==> src/rtl/petg_consts.vh <==
`ifndef PETG_CONSTS_VH
`define PETG_CONSTS_VH

// Fine edge grid: positions per pixel period and derived values.
`define PETG_STEPS          6'h30
`define PETG_LAST_STEP      6'h2F
`define PETG_HALF_STEPS     7'h18
`define PETG_STEPS_W7       7'h30
`define PETG_QUAD_SPAN_MAX  4'hB
`define PETG_QUAD0_BASE     6'h00
`define PETG_QUAD1_BASE     6'h0C
`define PETG_QUAD2_BASE     6'h18
`define PETG_QUAD3_BASE     6'h24
`define PETG_RG_RISE_POS    6'h00

// Output clock phase table, rising and falling positions.
`define PETG_OCLK_P6        6'h06
`define PETG_OCLK_P16       6'h10
`define PETG_OCLK_P26       6'h1A
`define PETG_OCLK_P36       6'h24

// Control register addresses on the 3-wire port.
`define PETG_ADDR_SAMPLE    8'h02
`define PETG_ADDR_HCLK      8'h03
`define PETG_ADDR_DRIVE     8'h04
`define PETG_ADDR_STANDBY   8'h05
`define PETG_ADDR_GAIN      8'h0E
`define PETG_ADDR_MASTER_CLOCK_DIVIDE    8'hD5

// Field layout inside the 24-bit data word.
`define PETG_F_REFLOC       5:0
`define PETG_F_DATLOC       11:6
`define PETG_F_WORDPH       17:12
`define PETG_F_OCLKPH       23:18
`define PETG_F_RGFALL       5:0
`define PETG_F_HARISE       11:6
`define PETG_F_HADRV        2:0
`define PETG_F_HBDRV        5:3
`define PETG_F_RESET_GATE_DRIVE_STRENGTH        8:6
`define PETG_F_FRONT_END_STANDBY      0
`define PETG_F_DIGITAL_STANDBY      1
`define PETG_F_GAIN         9:0
`define PETG_F_MASTER_CLOCK_DIVIDE       1:0

// Serial frame: 8 address bits then 24 data bits.
`define PETG_FRAME_BITS     6'h20
`define PETG_DRV_OFF        3'h0

// Reset values.
`define PETG_RST_LOC        6'h00
`define PETG_RST_DRV        3'h0
`define PETG_RST_GAIN       10'h000
`define PETG_RST_DIV        2'h0

`endif

==> src/rtl/petg_serial_rx.v <==
`timescale 1ns/1ps
`include "petg_consts.vh"

module petg_serial_rx
(
  input  wire        core_clk,    // Core clock
  input  wire        rst_b,       // Synchronous reset, low active
  input  wire        clkEn,       // Freezes state while low
  input  wire        serialClock, // Serial bit clock
  input  wire        serialLoad,  // Frame select, low during a frame
  input  wire        serialData,  // Serial data, MSB first
  output reg         wrStrobe,    // One-cycle write pulse
  output reg  [7:0]  wrAddr,      // Write address
  output reg  [23:0] wrData       // Write data
);

  reg        sckPrev;
  reg        slPrev;
  reg [31:0] shiftReg;
  reg [5:0]  bitCnt;

  // Frames of any other length are dropped, so long system writes never hit control fields.
  always @(posedge core_clk)
  begin
    if (!rst_b)
    begin
      sckPrev  <= 1'b0;
      slPrev   <= 1'b1;
      shiftReg <= 32'h0000_0000;
      bitCnt   <= 6'h00;
      wrStrobe <= 1'b0;
      wrAddr   <= 8'h00;
      wrData   <= 24'h00_0000;
    end
    else if (clkEn)
    begin
      sckPrev  <= serialClock;
      slPrev   <= serialLoad;
      wrStrobe <= 1'b0;
      if (!serialLoad && serialClock && !sckPrev)
      begin
        shiftReg <= {shiftReg[30:0], serialData};
        if (bitCnt != 6'h3F)
        begin
          bitCnt <= bitCnt + 6'h01;
        end
      end
      if (serialLoad && !slPrev)
      begin
        bitCnt <= 6'h00;
        if (bitCnt == `PETG_FRAME_BITS)
        begin
          wrStrobe <= 1'b1;
          wrAddr   <= shiftReg[31:24];
          wrData   <= shiftReg[23:0];
        end
      end
    end
  end

endmodule

==> src/rtl/petg_phase_gen.v <==
`timescale 1ns/1ps
`include "petg_consts.vh"

module petg_phase_gen
(
  input  wire       core_clk,      // Core clock, one fine step per cycle
  input  wire       rst_b,         // Synchronous reset, low active
  input  wire       clkEn,         // Freezes state while low
  input  wire       masterClockIn, // Master clock, sampled
  input  wire [1:0] divSel,        // Master clock divide code
  input  wire       resync,        // Restarts divider and grid
  output reg  [5:0] finePos,       // Fine position 0 to 47
  output reg        pixelStart     // Pulse at each pixel period start
);

  reg       mcPrev;
  reg [1:0] divCnt;
  wire      mcRise;
  wire      divTick;

  assign mcRise  = masterClockIn && !mcPrev;
  // Code 0 passes every edge; codes 1..3 divide by 2..4.
  assign divTick = mcRise && (divCnt == divSel);

  always @(posedge core_clk)
  begin
    if (!rst_b || resync)
    begin
      mcPrev     <= 1'b0;
      divCnt     <= 2'h0;
      finePos    <= 6'h00;
      pixelStart <= 1'b0;
    end
    else if (clkEn)
    begin
      mcPrev     <= masterClockIn;
      pixelStart <= divTick;
      if (mcRise)
      begin
        divCnt <= divTick ? 2'h0 : divCnt + 2'h1;
      end
      if (divTick)
      begin
        finePos <= 6'h00;
      end
      else if (finePos == `PETG_LAST_STEP)
      begin
        finePos <= 6'h00;
      end
      else
      begin
        finePos <= finePos + 6'h01;
      end
    end
  end

endmodule

==> src/rtl/petg_top.v <==
`timescale 1ns/1ps
`include "petg_consts.vh"

module petg_top
(
  input  wire       core_clk,         // Core clock, 40 MHz
  input  wire       rst_b,            // Synchronous reset, low active
  input  wire       clkEn,            // Clock enable, freezes state when low
  input  wire       masterClockIn,    // Master clock input
  input  wire       serialClock,      // 3-wire port clock
  input  wire       serialLoad,       // 3-wire port load
  input  wire       serialData,       // 3-wire port data
  input  wire [9:0] pixelDataIn,      // Converted pixel word
  output reg        resetGatePulse,   // Reset-gate pulse level
  output reg        resetGateOe,      // Reset-gate driver enable
  output reg        horizClockA,      // Horizontal clock A level
  output reg        horizClockAOe,    // Horizontal clock A driver enable
  output reg        horizClockB,      // Horizontal clock B level
  output reg        horizClockBOe,    // Horizontal clock B driver enable
  output reg  [2:0] horizADrive,      // Horizontal A drive strength
  output reg  [2:0] horizBDrive,      // Horizontal B drive strength
  output reg  [2:0] resetGateDrive,   // Reset-gate drive strength
  output reg        refSampleStrobe,  // Reference-level sample strobe
  output reg        levelSampleStrobe,// Data-level sample strobe
  output reg  [9:0] outputWord,       // Output data word
  output reg        outputWordWindow, // Output word phase window
  output reg        pixelOutputClock, // Output pixel clock
  output reg  [9:0] amplifierGain,    // Amplifier gain setting
  output reg        frontEndStandby,  // Front-end standby bit
  output reg        digitalStandby,   // Digital standby bit
  output reg  [5:0] finePosition      // Current fine position
);

  reg  [5:0] refSampleLocReg;
  reg  [5:0] dataSampleLocReg;
  reg  [5:0] outputWordPhaseReg;
  reg  [5:0] outputClockPhaseReg;
  reg  [5:0] resetGateFallLocReg;
  reg  [5:0] horizARiseLocReg;
  reg  [2:0] horizADriveReg;
  reg  [2:0] horizBDriveReg;
  reg  [2:0] resetGateDriveReg;
  reg        frontEndStandbyReg;
  reg        digitalStandbyReg;
  reg  [9:0] amplifierGainReg;
  reg  [1:0] masterClockDivideReg;

  wire       wrStrobe;
  wire [7:0] wrAddr;
  wire [23:0] wrData;
  wire [5:0] pos;
  wire       pixelStart;
  wire       resync;

  wire [5:0] rgFallPos;
  wire [5:0] haRisePos;
  wire [5:0] haFallPos;
  wire [5:0] refPos;
  wire [5:0] datPos;
  wire [5:0] wordRisePos;
  wire [5:0] wordFallPos;
  reg  [5:0] oclkRisePos;
  reg  [5:0] oclkFallPos;
  wire       horizANext;

  // Quadrant decode; offsets above 11 clamp to the quadrant's last position.
  function [5:0] locToPos;
    input [5:0] loc;
    reg   [3:0] low;
    reg   [5:0] base;
    begin
      low  = (loc[3:0] > `PETG_QUAD_SPAN_MAX) ? `PETG_QUAD_SPAN_MAX : loc[3:0];
      base = `PETG_QUAD0_BASE;
      case (loc[5:4])
        2'h0: base = `PETG_QUAD0_BASE;
        2'h1: base = `PETG_QUAD1_BASE;
        2'h2: base = `PETG_QUAD2_BASE;
        default: base = `PETG_QUAD3_BASE;
      endcase
      locToPos = base + {2'b00, low};
    end
  endfunction

  // Half-period offset with wrap into the next pixel period.
  function [5:0] plusHalf;
    input [5:0] p;
    reg   [6:0] s;
    begin
      s = {1'b0, p} + `PETG_HALF_STEPS;
      if (s >= `PETG_STEPS_W7)
      begin
        s = s - `PETG_STEPS_W7;
      end
      plusHalf = s[5:0];
    end
  endfunction

  // High from start up to, not including, stop; a stop below start wraps the window.
  function inWindow;
    input [5:0] p;
    input [5:0] start;
    input [5:0] stop;
    begin
      if (start <= stop)
      begin
        inWindow = (p >= start) && (p < stop);
      end
      else
      begin
        inWindow = (p >= start) || (p < stop);
      end
    end
  endfunction

  petg_serial_rx u_serial_rx
  (
    .core_clk    (core_clk),
    .rst_b       (rst_b),
    .clkEn       (clkEn),
    .serialClock (serialClock),
    .serialLoad  (serialLoad),
    .serialData  (serialData),
    .wrStrobe    (wrStrobe),
    .wrAddr      (wrAddr),
    .wrData      (wrData)
  );

  // Clearing digital standby restarts the divider, which is what lets software recover
  // a stable output clock after switching the divider back to zero.
  assign resync = !digitalStandbyReg;

  petg_phase_gen u_phase_gen
  (
    .core_clk      (core_clk),
    .rst_b         (rst_b),
    .clkEn         (clkEn),
    .masterClockIn (masterClockIn),
    .divSel        (masterClockDivideReg),
    .resync        (resync),
    .finePos       (pos),
    .pixelStart    (pixelStart)
  );

  // Register writes land at the load rising edge of a complete frame.
  always @(posedge core_clk)
  begin
    if (!rst_b)
    begin
      refSampleLocReg      <= `PETG_RST_LOC;
      dataSampleLocReg     <= `PETG_RST_LOC;
      outputWordPhaseReg   <= `PETG_RST_LOC;
      outputClockPhaseReg  <= `PETG_RST_LOC;
      resetGateFallLocReg  <= `PETG_RST_LOC;
      horizARiseLocReg     <= `PETG_RST_LOC;
      horizADriveReg       <= `PETG_RST_DRV;
      horizBDriveReg       <= `PETG_RST_DRV;
      resetGateDriveReg    <= `PETG_RST_DRV;
      frontEndStandbyReg   <= 1'b1;
      digitalStandbyReg    <= 1'b1;
      amplifierGainReg     <= `PETG_RST_GAIN;
      masterClockDivideReg <= `PETG_RST_DIV;
    end
    else if (clkEn && wrStrobe)
    begin
      if (wrAddr == `PETG_ADDR_SAMPLE)
      begin
        refSampleLocReg     <= wrData[`PETG_F_REFLOC];
        dataSampleLocReg    <= wrData[`PETG_F_DATLOC];
        outputWordPhaseReg  <= wrData[`PETG_F_WORDPH];
        outputClockPhaseReg <= wrData[`PETG_F_OCLKPH];
      end
      else if (wrAddr == `PETG_ADDR_HCLK)
      begin
        resetGateFallLocReg <= wrData[`PETG_F_RGFALL];
        horizARiseLocReg    <= wrData[`PETG_F_HARISE];
      end
      else if (wrAddr == `PETG_ADDR_DRIVE)
      begin
        horizADriveReg    <= wrData[`PETG_F_HADRV];
        horizBDriveReg    <= wrData[`PETG_F_HBDRV];
        resetGateDriveReg <= wrData[`PETG_F_RESET_GATE_DRIVE_STRENGTH];
      end
      else if (wrAddr == `PETG_ADDR_STANDBY)
      begin
        frontEndStandbyReg <= wrData[`PETG_F_FRONT_END_STANDBY];
        digitalStandbyReg  <= wrData[`PETG_F_DIGITAL_STANDBY];
      end
      else if (wrAddr == `PETG_ADDR_GAIN)
      begin
        amplifierGainReg <= wrData[`PETG_F_GAIN];
      end
      else if (wrAddr == `PETG_ADDR_MASTER_CLOCK_DIVIDE)
      begin
        masterClockDivideReg <= wrData[`PETG_F_MASTER_CLOCK_DIVIDE];
      end
    end
  end

  assign rgFallPos   = locToPos(resetGateFallLocReg);
  assign haRisePos   = locToPos(horizARiseLocReg);
  assign haFallPos   = plusHalf(haRisePos);
  assign refPos      = locToPos(refSampleLocReg);
  assign datPos      = locToPos(dataSampleLocReg);
  assign wordRisePos = locToPos(outputWordPhaseReg);
  assign wordFallPos = plusHalf(wordRisePos);
  assign horizANext  = inWindow(pos, haRisePos, haFallPos);

  // Only the two low bits of the output clock phase field carry meaning.
  always @*
  begin
    oclkRisePos = `PETG_OCLK_P6;
    oclkFallPos = `PETG_OCLK_P26;
    case (outputClockPhaseReg[1:0])
      2'h0:
      begin
        oclkRisePos = `PETG_OCLK_P6;
        oclkFallPos = `PETG_OCLK_P26;
      end
      2'h1:
      begin
        oclkRisePos = `PETG_OCLK_P16;
        oclkFallPos = `PETG_OCLK_P36;
      end
      2'h2:
      begin
        oclkRisePos = `PETG_OCLK_P26;
        oclkFallPos = `PETG_OCLK_P6;
      end
      default:
      begin
        oclkRisePos = `PETG_OCLK_P36;
        oclkFallPos = `PETG_OCLK_P16;
      end
    endcase
  end

  // All edge outputs lag the fine position by one cycle, so their relative placement holds.
  always @(posedge core_clk)
  begin
    if (!rst_b)
    begin
      resetGatePulse    <= 1'b0;
      resetGateOe       <= 1'b0;
      horizClockA       <= 1'b0;
      horizClockAOe     <= 1'b0;
      horizClockB       <= 1'b1;
      horizClockBOe     <= 1'b0;
      horizADrive       <= `PETG_RST_DRV;
      horizBDrive       <= `PETG_RST_DRV;
      resetGateDrive    <= `PETG_RST_DRV;
      refSampleStrobe   <= 1'b0;
      levelSampleStrobe <= 1'b0;
      outputWord        <= 10'h000;
      outputWordWindow  <= 1'b0;
      pixelOutputClock  <= 1'b0;
      amplifierGain     <= `PETG_RST_GAIN;
      frontEndStandby   <= 1'b1;
      digitalStandby    <= 1'b1;
      finePosition      <= 6'h00;
    end
    else if (clkEn)
    begin
      resetGatePulse    <= inWindow(pos, `PETG_RG_RISE_POS, rgFallPos);
      horizClockA       <= horizANext;
      horizClockB       <= !horizANext;
      resetGateOe       <= (resetGateDriveReg != `PETG_DRV_OFF);
      horizClockAOe     <= (horizADriveReg != `PETG_DRV_OFF);
      horizClockBOe     <= (horizBDriveReg != `PETG_DRV_OFF);
      horizADrive       <= horizADriveReg;
      horizBDrive       <= horizBDriveReg;
      resetGateDrive    <= resetGateDriveReg;
      refSampleStrobe   <= (pos == refPos);
      levelSampleStrobe <= (pos == datPos);
      outputWordWindow  <= inWindow(pos, wordRisePos, wordFallPos);
      if (pos == wordRisePos)
      begin
        outputWord <= pixelDataIn;
      end
      pixelOutputClock  <= inWindow(pos, oclkRisePos, oclkFallPos);
      amplifierGain     <= amplifierGainReg;
      frontEndStandby   <= frontEndStandbyReg;
      digitalStandby    <= digitalStandbyReg;
      finePosition      <= pos;
    end
  end

endmodule

==> config.mk <==
export PLATFORM = sky130hd
export DESIGN_NAME = petg_top
export DESIGN_NICKNAME = d
export VERILOG_FILES = /design/src/rtl/petg_serial_rx.v /design/src/rtl/petg_phase_gen.v /design/src/rtl/petg_top.v
export VERILOG_INCLUDE_DIRS = /design/src /design/src/rtl
export SDC_FILE = /design/constraint.sdc
export NUM_CORES = 1
export LEC_CHECK = 0
export ABC_AREA = 1
export BUFFER_PORTS_ARGS = -buffer_cell sky130_fd_sc_hd__buf_2
export CORE_MARGIN = 4
export CORE_UTILIZATION = 40
export CTS_BUF_LIST = sky130_fd_sc_hd__clkbuf_4 sky130_fd_sc_hd__clkbuf_8 sky130_fd_sc_hd__clkbuf_16
export DETAILED_ROUTE_END_ITERATION = 12
export SETUP_SLACK_MARGIN = 0.5
export SLEW_MARGIN = 20
export SYNTH_ARGS = -nofsm -noshare
export SYNTH_HDL_FRONTEND = slang
export SYNTH_SLANG_ARGS = --single-unit
export TNS_END_PERCENT = 100
==> constraint.sdc <==
create_clock -name core_clk -period 3.9 [get_ports core_clk]
set_input_delay 0.585 -clock core_clk [delete_from_list [all_inputs] [get_ports core_clk]]
set_output_delay 0.585 -clock core_clk [all_outputs]
set_load 0.05 [all_outputs]
Yosys cells after proc, flatten, opt, wreduce, memory -nomap -nowiden
Cells that the tools add are included.

word-level totals
  register bits = 180
  output and inout port bits = 47
  word-level logic and storage cells = 172

cells by class
  add/sub/neg operators = 12
  magnitude comparators = 19
  equality and inequality tests = 25
  multiplexer cells = 26
  bitwise logic cells = 5
  reduce and logical (&&, ||, !) cells = 44

operators with widths
  cell                 number
  $pmux 6 s3           7
  $mux 6               7
  $add 6x4->6          5
  $lt 6x6->1           4
  $gt 4x4->1 const B   5
  $mux 4               5
  $eq 6x6->1           3
  $ge 6x6->1           3
  $le 6x6->1           3
  $eq 8x2->1 const B   2
  $eq 8x3->1 const B   2
  $add 6x5->7 const B  2
  $ge 7x6->1 const B   2
  $add 6x1->6 const B  2
  $eq 2x1->1 const B   6
  $eq 2x2->1 const B   6
  $eq 6x6->1 const B   2
  $logic_not 2->1      6
  $sub 6x6->6 const B  2
  $logic_and 1x1->1    10
  $reduce_and 3->1     3
  $reduce_bool 3->1    3
  $eq 8x4->1 const B   1
  $eq 8x8->1 const B   1
  16 further kinds     39

Depth between registers and ports, before layout
  depth in word-level cells = 10
  mapped depth = 30
  mapped depth without buffers = 30

Cells and area by module
From an unflattened synthesis, not the netlist that was laid out.

second synthesis, totals
  cells, all modules = 1198
  area, all modules = 8957.3 µm²

modules (own cells, without submodules)
  module          times used  cells an instance  area each (µm²)  seq. area each (µm²)
  petg_top        1           774                5746.8           2042.0
  petg_serial_rx  1           353                2698.8           1461.4
  petg_phase_gen  1           71                 511.7            200.2

Worst setup path after synthesis
Ideal clock, no wire load.

  kind = flip-flop to flip-flop
  start = register outputWordPhaseReg[4]
  end = register outputWordWindow
  library setup time = 0.070 ns
  data arrival time = 3.580 ns
  slack = 0.249 ns
  cell stages (with the launch flop) = 25
  buffers on the path = 0
  path through = dfxtp_1 ha_1 or2_2 ha_1 fa_1 xnor2_1 ha_1 nand2_1 nand2_1 inv_1 ha_1 nand4_1 nand2_1 inv_2 o21ai_1 nand2_1 nand2_1 ha_1 a21oi_1 or2_2 nand2_1 o21ai_0 inv_1 nand2_1 a21oi_1

between the ends
  cells in the longest elaborated chain, start to end = 9
  elaborated cells between the ends (all ways) = 15

RTL lines
  item                                                          line                            text
  from (decl)                                                   petg_top.v:36                   reg [5:0] outputWordPhaseReg;
  from (signal assigned)                                        petg_top.v:151                  outputWordPhaseReg <= `PETG_RST_LOC;
  from (signal assigned)                                        petg_top.v:169                  outputWordPhaseReg <= wrData[`PETG_F_WORDPH];
  $eq 2x2->1 (tied with other cells)                            petg_top.v:74                   case (loc[5:4])
  $pmux 6 s3 *                                                  petg_top.v:74
  $add 6x4->6 *                                                 petg_top.v:80                   locToPos = base + {2'b00, low};
  $add 6x5->7 (no line)                                         -
  $sub 6x6->6 (no line) / $ge 7x6->1 (equally long branches)    -
  $mux 6                                                        petg_top.v:90                   if (s >= `PETG_STEPS_W7)
  $lt 6x6->1                                                    petg_top.v:106, petg_top.v:110
  $logic_or 1x1->1 / $logic_and 1x1->1 (equally long branches)  petg_top.v:110, petg_top.v:106
  $mux 1 *                                                      petg_top.v:104                  if (start <= stop)
  to (signal assigned)                                          petg_top.v:274                  outputWordWindow <= inWindow(pos, wordRisePos, wordFallPos);
  to (decl)                                                     petg_top.v:26                   output reg outputWordWindow,

Every way passes the cells marked *; elsewhere a longest branch is shown, timed or not.
A chain may end at the register's enable or synchronous reset.

Worst setup path after layout
  start = register outputWordPhaseReg[5]
  end = register outputWordWindow

Same word-level chain as after synthesis.

==> out/summary.md <==
Largest incremental delay on the critical path: 0.53 ns. The type of the most critical hold path is primary input to flop. The number of enable-type register cells in the synthesized netlist came out at 0. The average instance in the mapped netlist occupies 7.65 sq um. Entering global routing, the biggest net connects 57 pins. The first global-routing pass estimated 33.1 mm of wire. The run gives 36.7% as the normalized max-slew margin.

The final instance count without filler cells is 1453, and the weighted congestion at the end of routability-driven global placement is 0.855. The overall power of the completed layout was 3.97 mW. Setup repair after global routing could not meet its margin everywhere. By instance count, the cell type seen most on the critical path is nand2_1. The area share of the largest cell type after synthesis is 42.3%, and the number of failing hold endpoints at the final stage is 0. The routed design could run at a clock period as short as 3.47 ns. The run gives 0 as the number of nets with antenna violations after detailed routing. The H-tree was split into 4 levels.

The synthesized netlist net count was 1202; the sum of negative setup slack was 0 ns. The number of sinks handled by clock tree synthesis was 180. The logs give 0 for the number of remaining DRC errors and 1410 for the count of placed standard cells including taps. Among all flip-flop cells after synthesis, the most frequent one is dfxtp_1. Cell area power density: 400 nW/um^2.

TritonCTS built the clock tree. The worst setup path is launched from a flop. The flow ran to the end, and the final reports show no timing, DRC or antenna violations. The floorplan has 53 rows. For the pin with the worst max-slew slack, the measured transition is 0.948 ns.

The tools report the placeable core region as 21000 sq um. The post-route netlist has 16.0% of its cells at a drive strength greater than 1. Yosys attributes the largest share of cell area to dfxtp_1 (42%), ha_1 (9.5%), nor2_1 (7.4%). The type of element capturing the critical path was a flop. After detailed routing, the average wire length per cell comes to 13.5 um. For the final count of pins violating max slew, the log shows 0.

During placement, the flow inserted port buffers numbering 63. The number of buffer and inverter instances along the worst setup path came out at 6. The starting DRC count in detailed routing was 417. Critical path class: flop to flop. The pre-antenna-repair detailed-routing pass consisted of 5 iterations. The tool flagged a number of max-cap violations equal to 0.

The netlist area before placement is 8530 sq um, and the clock edge transition at the registers on the reported setup and hold paths is 0.07 ns. The total overflow left after global routing is 0. In the layout the commonest cells are dfxtp_1 (176), nor2_1 (167), inv_1 (125), o21ai_0 (121), nand2_1 (105).

The width of the die is 154 um. From bottom edge to top edge, the die measures 154 um. The logs give 39 for the count of unique library cells instantiated by Yosys and 0 for the number of antenna violations at the first check in global routing.

Static leakage power: 4.33 nW. For the gate count of the mapped netlist, the log shows 1115. The cell taking the most area after synthesis is dfxtp_1. For the initial core utilization, the log shows 40.6%.

The signed area change from the synthesized netlist to the final layout came out at 16.6%. Derived from the worst setup path, the maximum achievable clock frequency is 288 MHz. Across all layers, the routed design uses 7073 vias. The final clock period utilization by the worst path is 89.0%. STA puts the critical path data arrival time at 3.74 ns. Timing analysis after detailed placement gives a worst setup slack of 0.250 ns.

Hold is met by 0.380 ns. 0 antenna diodes ended up in the layout. After the last flow step, the layout net total stands at 1253. Summing the sequential cell areas from Yosys gives 42.3% of the chip area. The slowest stage of the critical path belongs to the cell fa_2. Yosys printed 0 warnings.

The most common cell after layout, fill and taps aside was dfxtp_1. The tree is rooted in a clkbuf_16. The number of top-level pins is 64. On the critical path the largest part of the delay comes from adder cells. The logs give 0.42 ns for the later-pin clock latency in the skew report and 16.8% for the global-route usage over all layers. Dividing the detail-routed via count by the number of cells gives 4.87. The total clock buffers created by CTS is 17, and the post-synthesis async set-or-reset flop share is 0%. Setup violations remaining at the end of the flow were counted as 0. The worst supply voltage drop on vdd is 0.298 mV, and the reg-to-reg setup timing slack is 0.43 ns.

STA puts the critical path data required time at 4.17 ns. The number of global-route vias before repair is 6676, and the total of flip-flops plus latches after synthesis is 180. Of all nets on the critical path, the largest fanout is 3.

The floorplan step defined a die boundary enclosing 23700 sq um. For the final database, setup skew stands at 0.0113 ns. The sum of routed wire length over all layers was 19.7 mm; the post-route worst setup slack was 0.431 ns.

The clock passes through at most 2 buffers. The wire-length estimate of the detail-placed layout is 13.8 mm.
[worst paths after layout]
| kind | endpoint | startpoint | cells after the start |
|---|---|---|---|
| max | outputWordWindow | outputWordPhaseReg[5] | 27 |
| max reg2reg | outputWordWindow | outputWordPhaseReg[5] | 27 |
| min | outputWord[9] | pixelDataIn[9] | 3 |
| min reg2reg | horizBDriveReg[1] | horizBDriveReg[1] | 2 |
[kinds of logic (layout without fill, tap and decap cells)]
| kind of cell | Yosys count | in the layout | synth area share [%] |
|---|---|---|---|
| flip-flops | 180 | 180 | 42.3 |
| XOR/XNOR | 18 | 18 | 1.85 |
| AO/OA/AOI/OAI | 289 | 289 | 18.6 |
| AND/OR/NAND/NOR | 354 | 354 | 17.4 |
| buffers and inverters | 204 | 267 | 9.10 |
| adder cells (fa/ha/maj) | 70 | 70 | 10.7 |
[synth_stat cells (3+ instances only)]
cell type  number
dfxtp_1       180
nor2_1        168
inv_1         137
o21ai_0       122
nand2_1       114
a21oi_1       102
ha_1           65
clkbuf_1       46
a211oi_1       36
nand3_1        29
xor2_1         12
nor3_1         11
inv_2          10
nand4_1        10
o21ai_1        10
or2_2           9
o211ai_1        8
xnor2_1         6
buf_2           5
fa_1            5
a31oi_1         3
buf_1           3
[worst register-to-register path: stages (launching register included)]
cell and delay, ns:
dfxtp_4 0.38, inv_4 0.04, ha_4 0.14, or2_4 0.23, ha_4 0.16, fa_2 0.54
inv_2 0.06, ha_4 0.16, inv_2 0.04, nand2_2 0.04, nand2_2 0.06, inv_2 0.04
ha_4 0.14, nand4_1 0.10, nand2_1 0.08, inv_2 0.06, o21ai_2 0.07, nand2_1 0.06
nand2_1 0.05, ha_1 0.28, a21oi_2 0.14, nand2_1 0.07, nand2_1 0.07, nand2_1 0.06
o21ai_1 0.11, inv_1 0.05, nand2_1 0.05, a21oi_1 0.05
[through the flow]
stage | cell area [sq um] | util (%)
2_1_floorplan | 8580 | -
3_3_place_gp | 9120 | 43.4
3_5_place_dp | 9120 | 43.4
4_1_cts | 9850 | 46.9
5_1_grt | 9940 | 47.3
6_report | 9940 | 47.3
[area by class of cell]
type / instances / area [sq um]
clock buffer: 19 / 447
clock inverter: 12 / 145
fill: 2092 / 11100
inverter: 149 / 562
multi-input combinational: 731 / 4330
sequential: 180 / 3610
tap: 275 / 344
timing repair buffer: 87 / 495
[routing by layer]
metal  vias to the layer above  track usage, %  share of wire, %
li1                       3759               -                 -
met4                         0            4.63               1.5
met1                      3214            22.5                49
met3                        25            2.45               2.1
met5                         -               0                 0
met2                        75            28.3                48
[report_power, final]
group	internal [mW]	leakage, nW	total [mW]	switching (mW)
registers	1.89	1.47	1.92	0.0330
clock network	0.979	0.278	1.72	0.743
logic	0.0834	2.59	0.328	0.245
[flip-flops by register name (all words and copies together) (netlist names), 8 cells and up]
name / count
amplifierGain: 10
amplifierGainReg: 10
outputWord: 10
u_serial_rx.shiftReg: 32
u_serial_rx.wrAddr: 8
u_serial_rx.wrData: 20
[repair_timing]
action                     in CTS  in global routing
hold buffers                    0                  0
setup buffers                   9                  3
gates resized for setup        16                 24
pin swaps                      16                 12
setup endpoints to repair       3                 12
No activity file was read; power rests on OpenSTA's default activity.
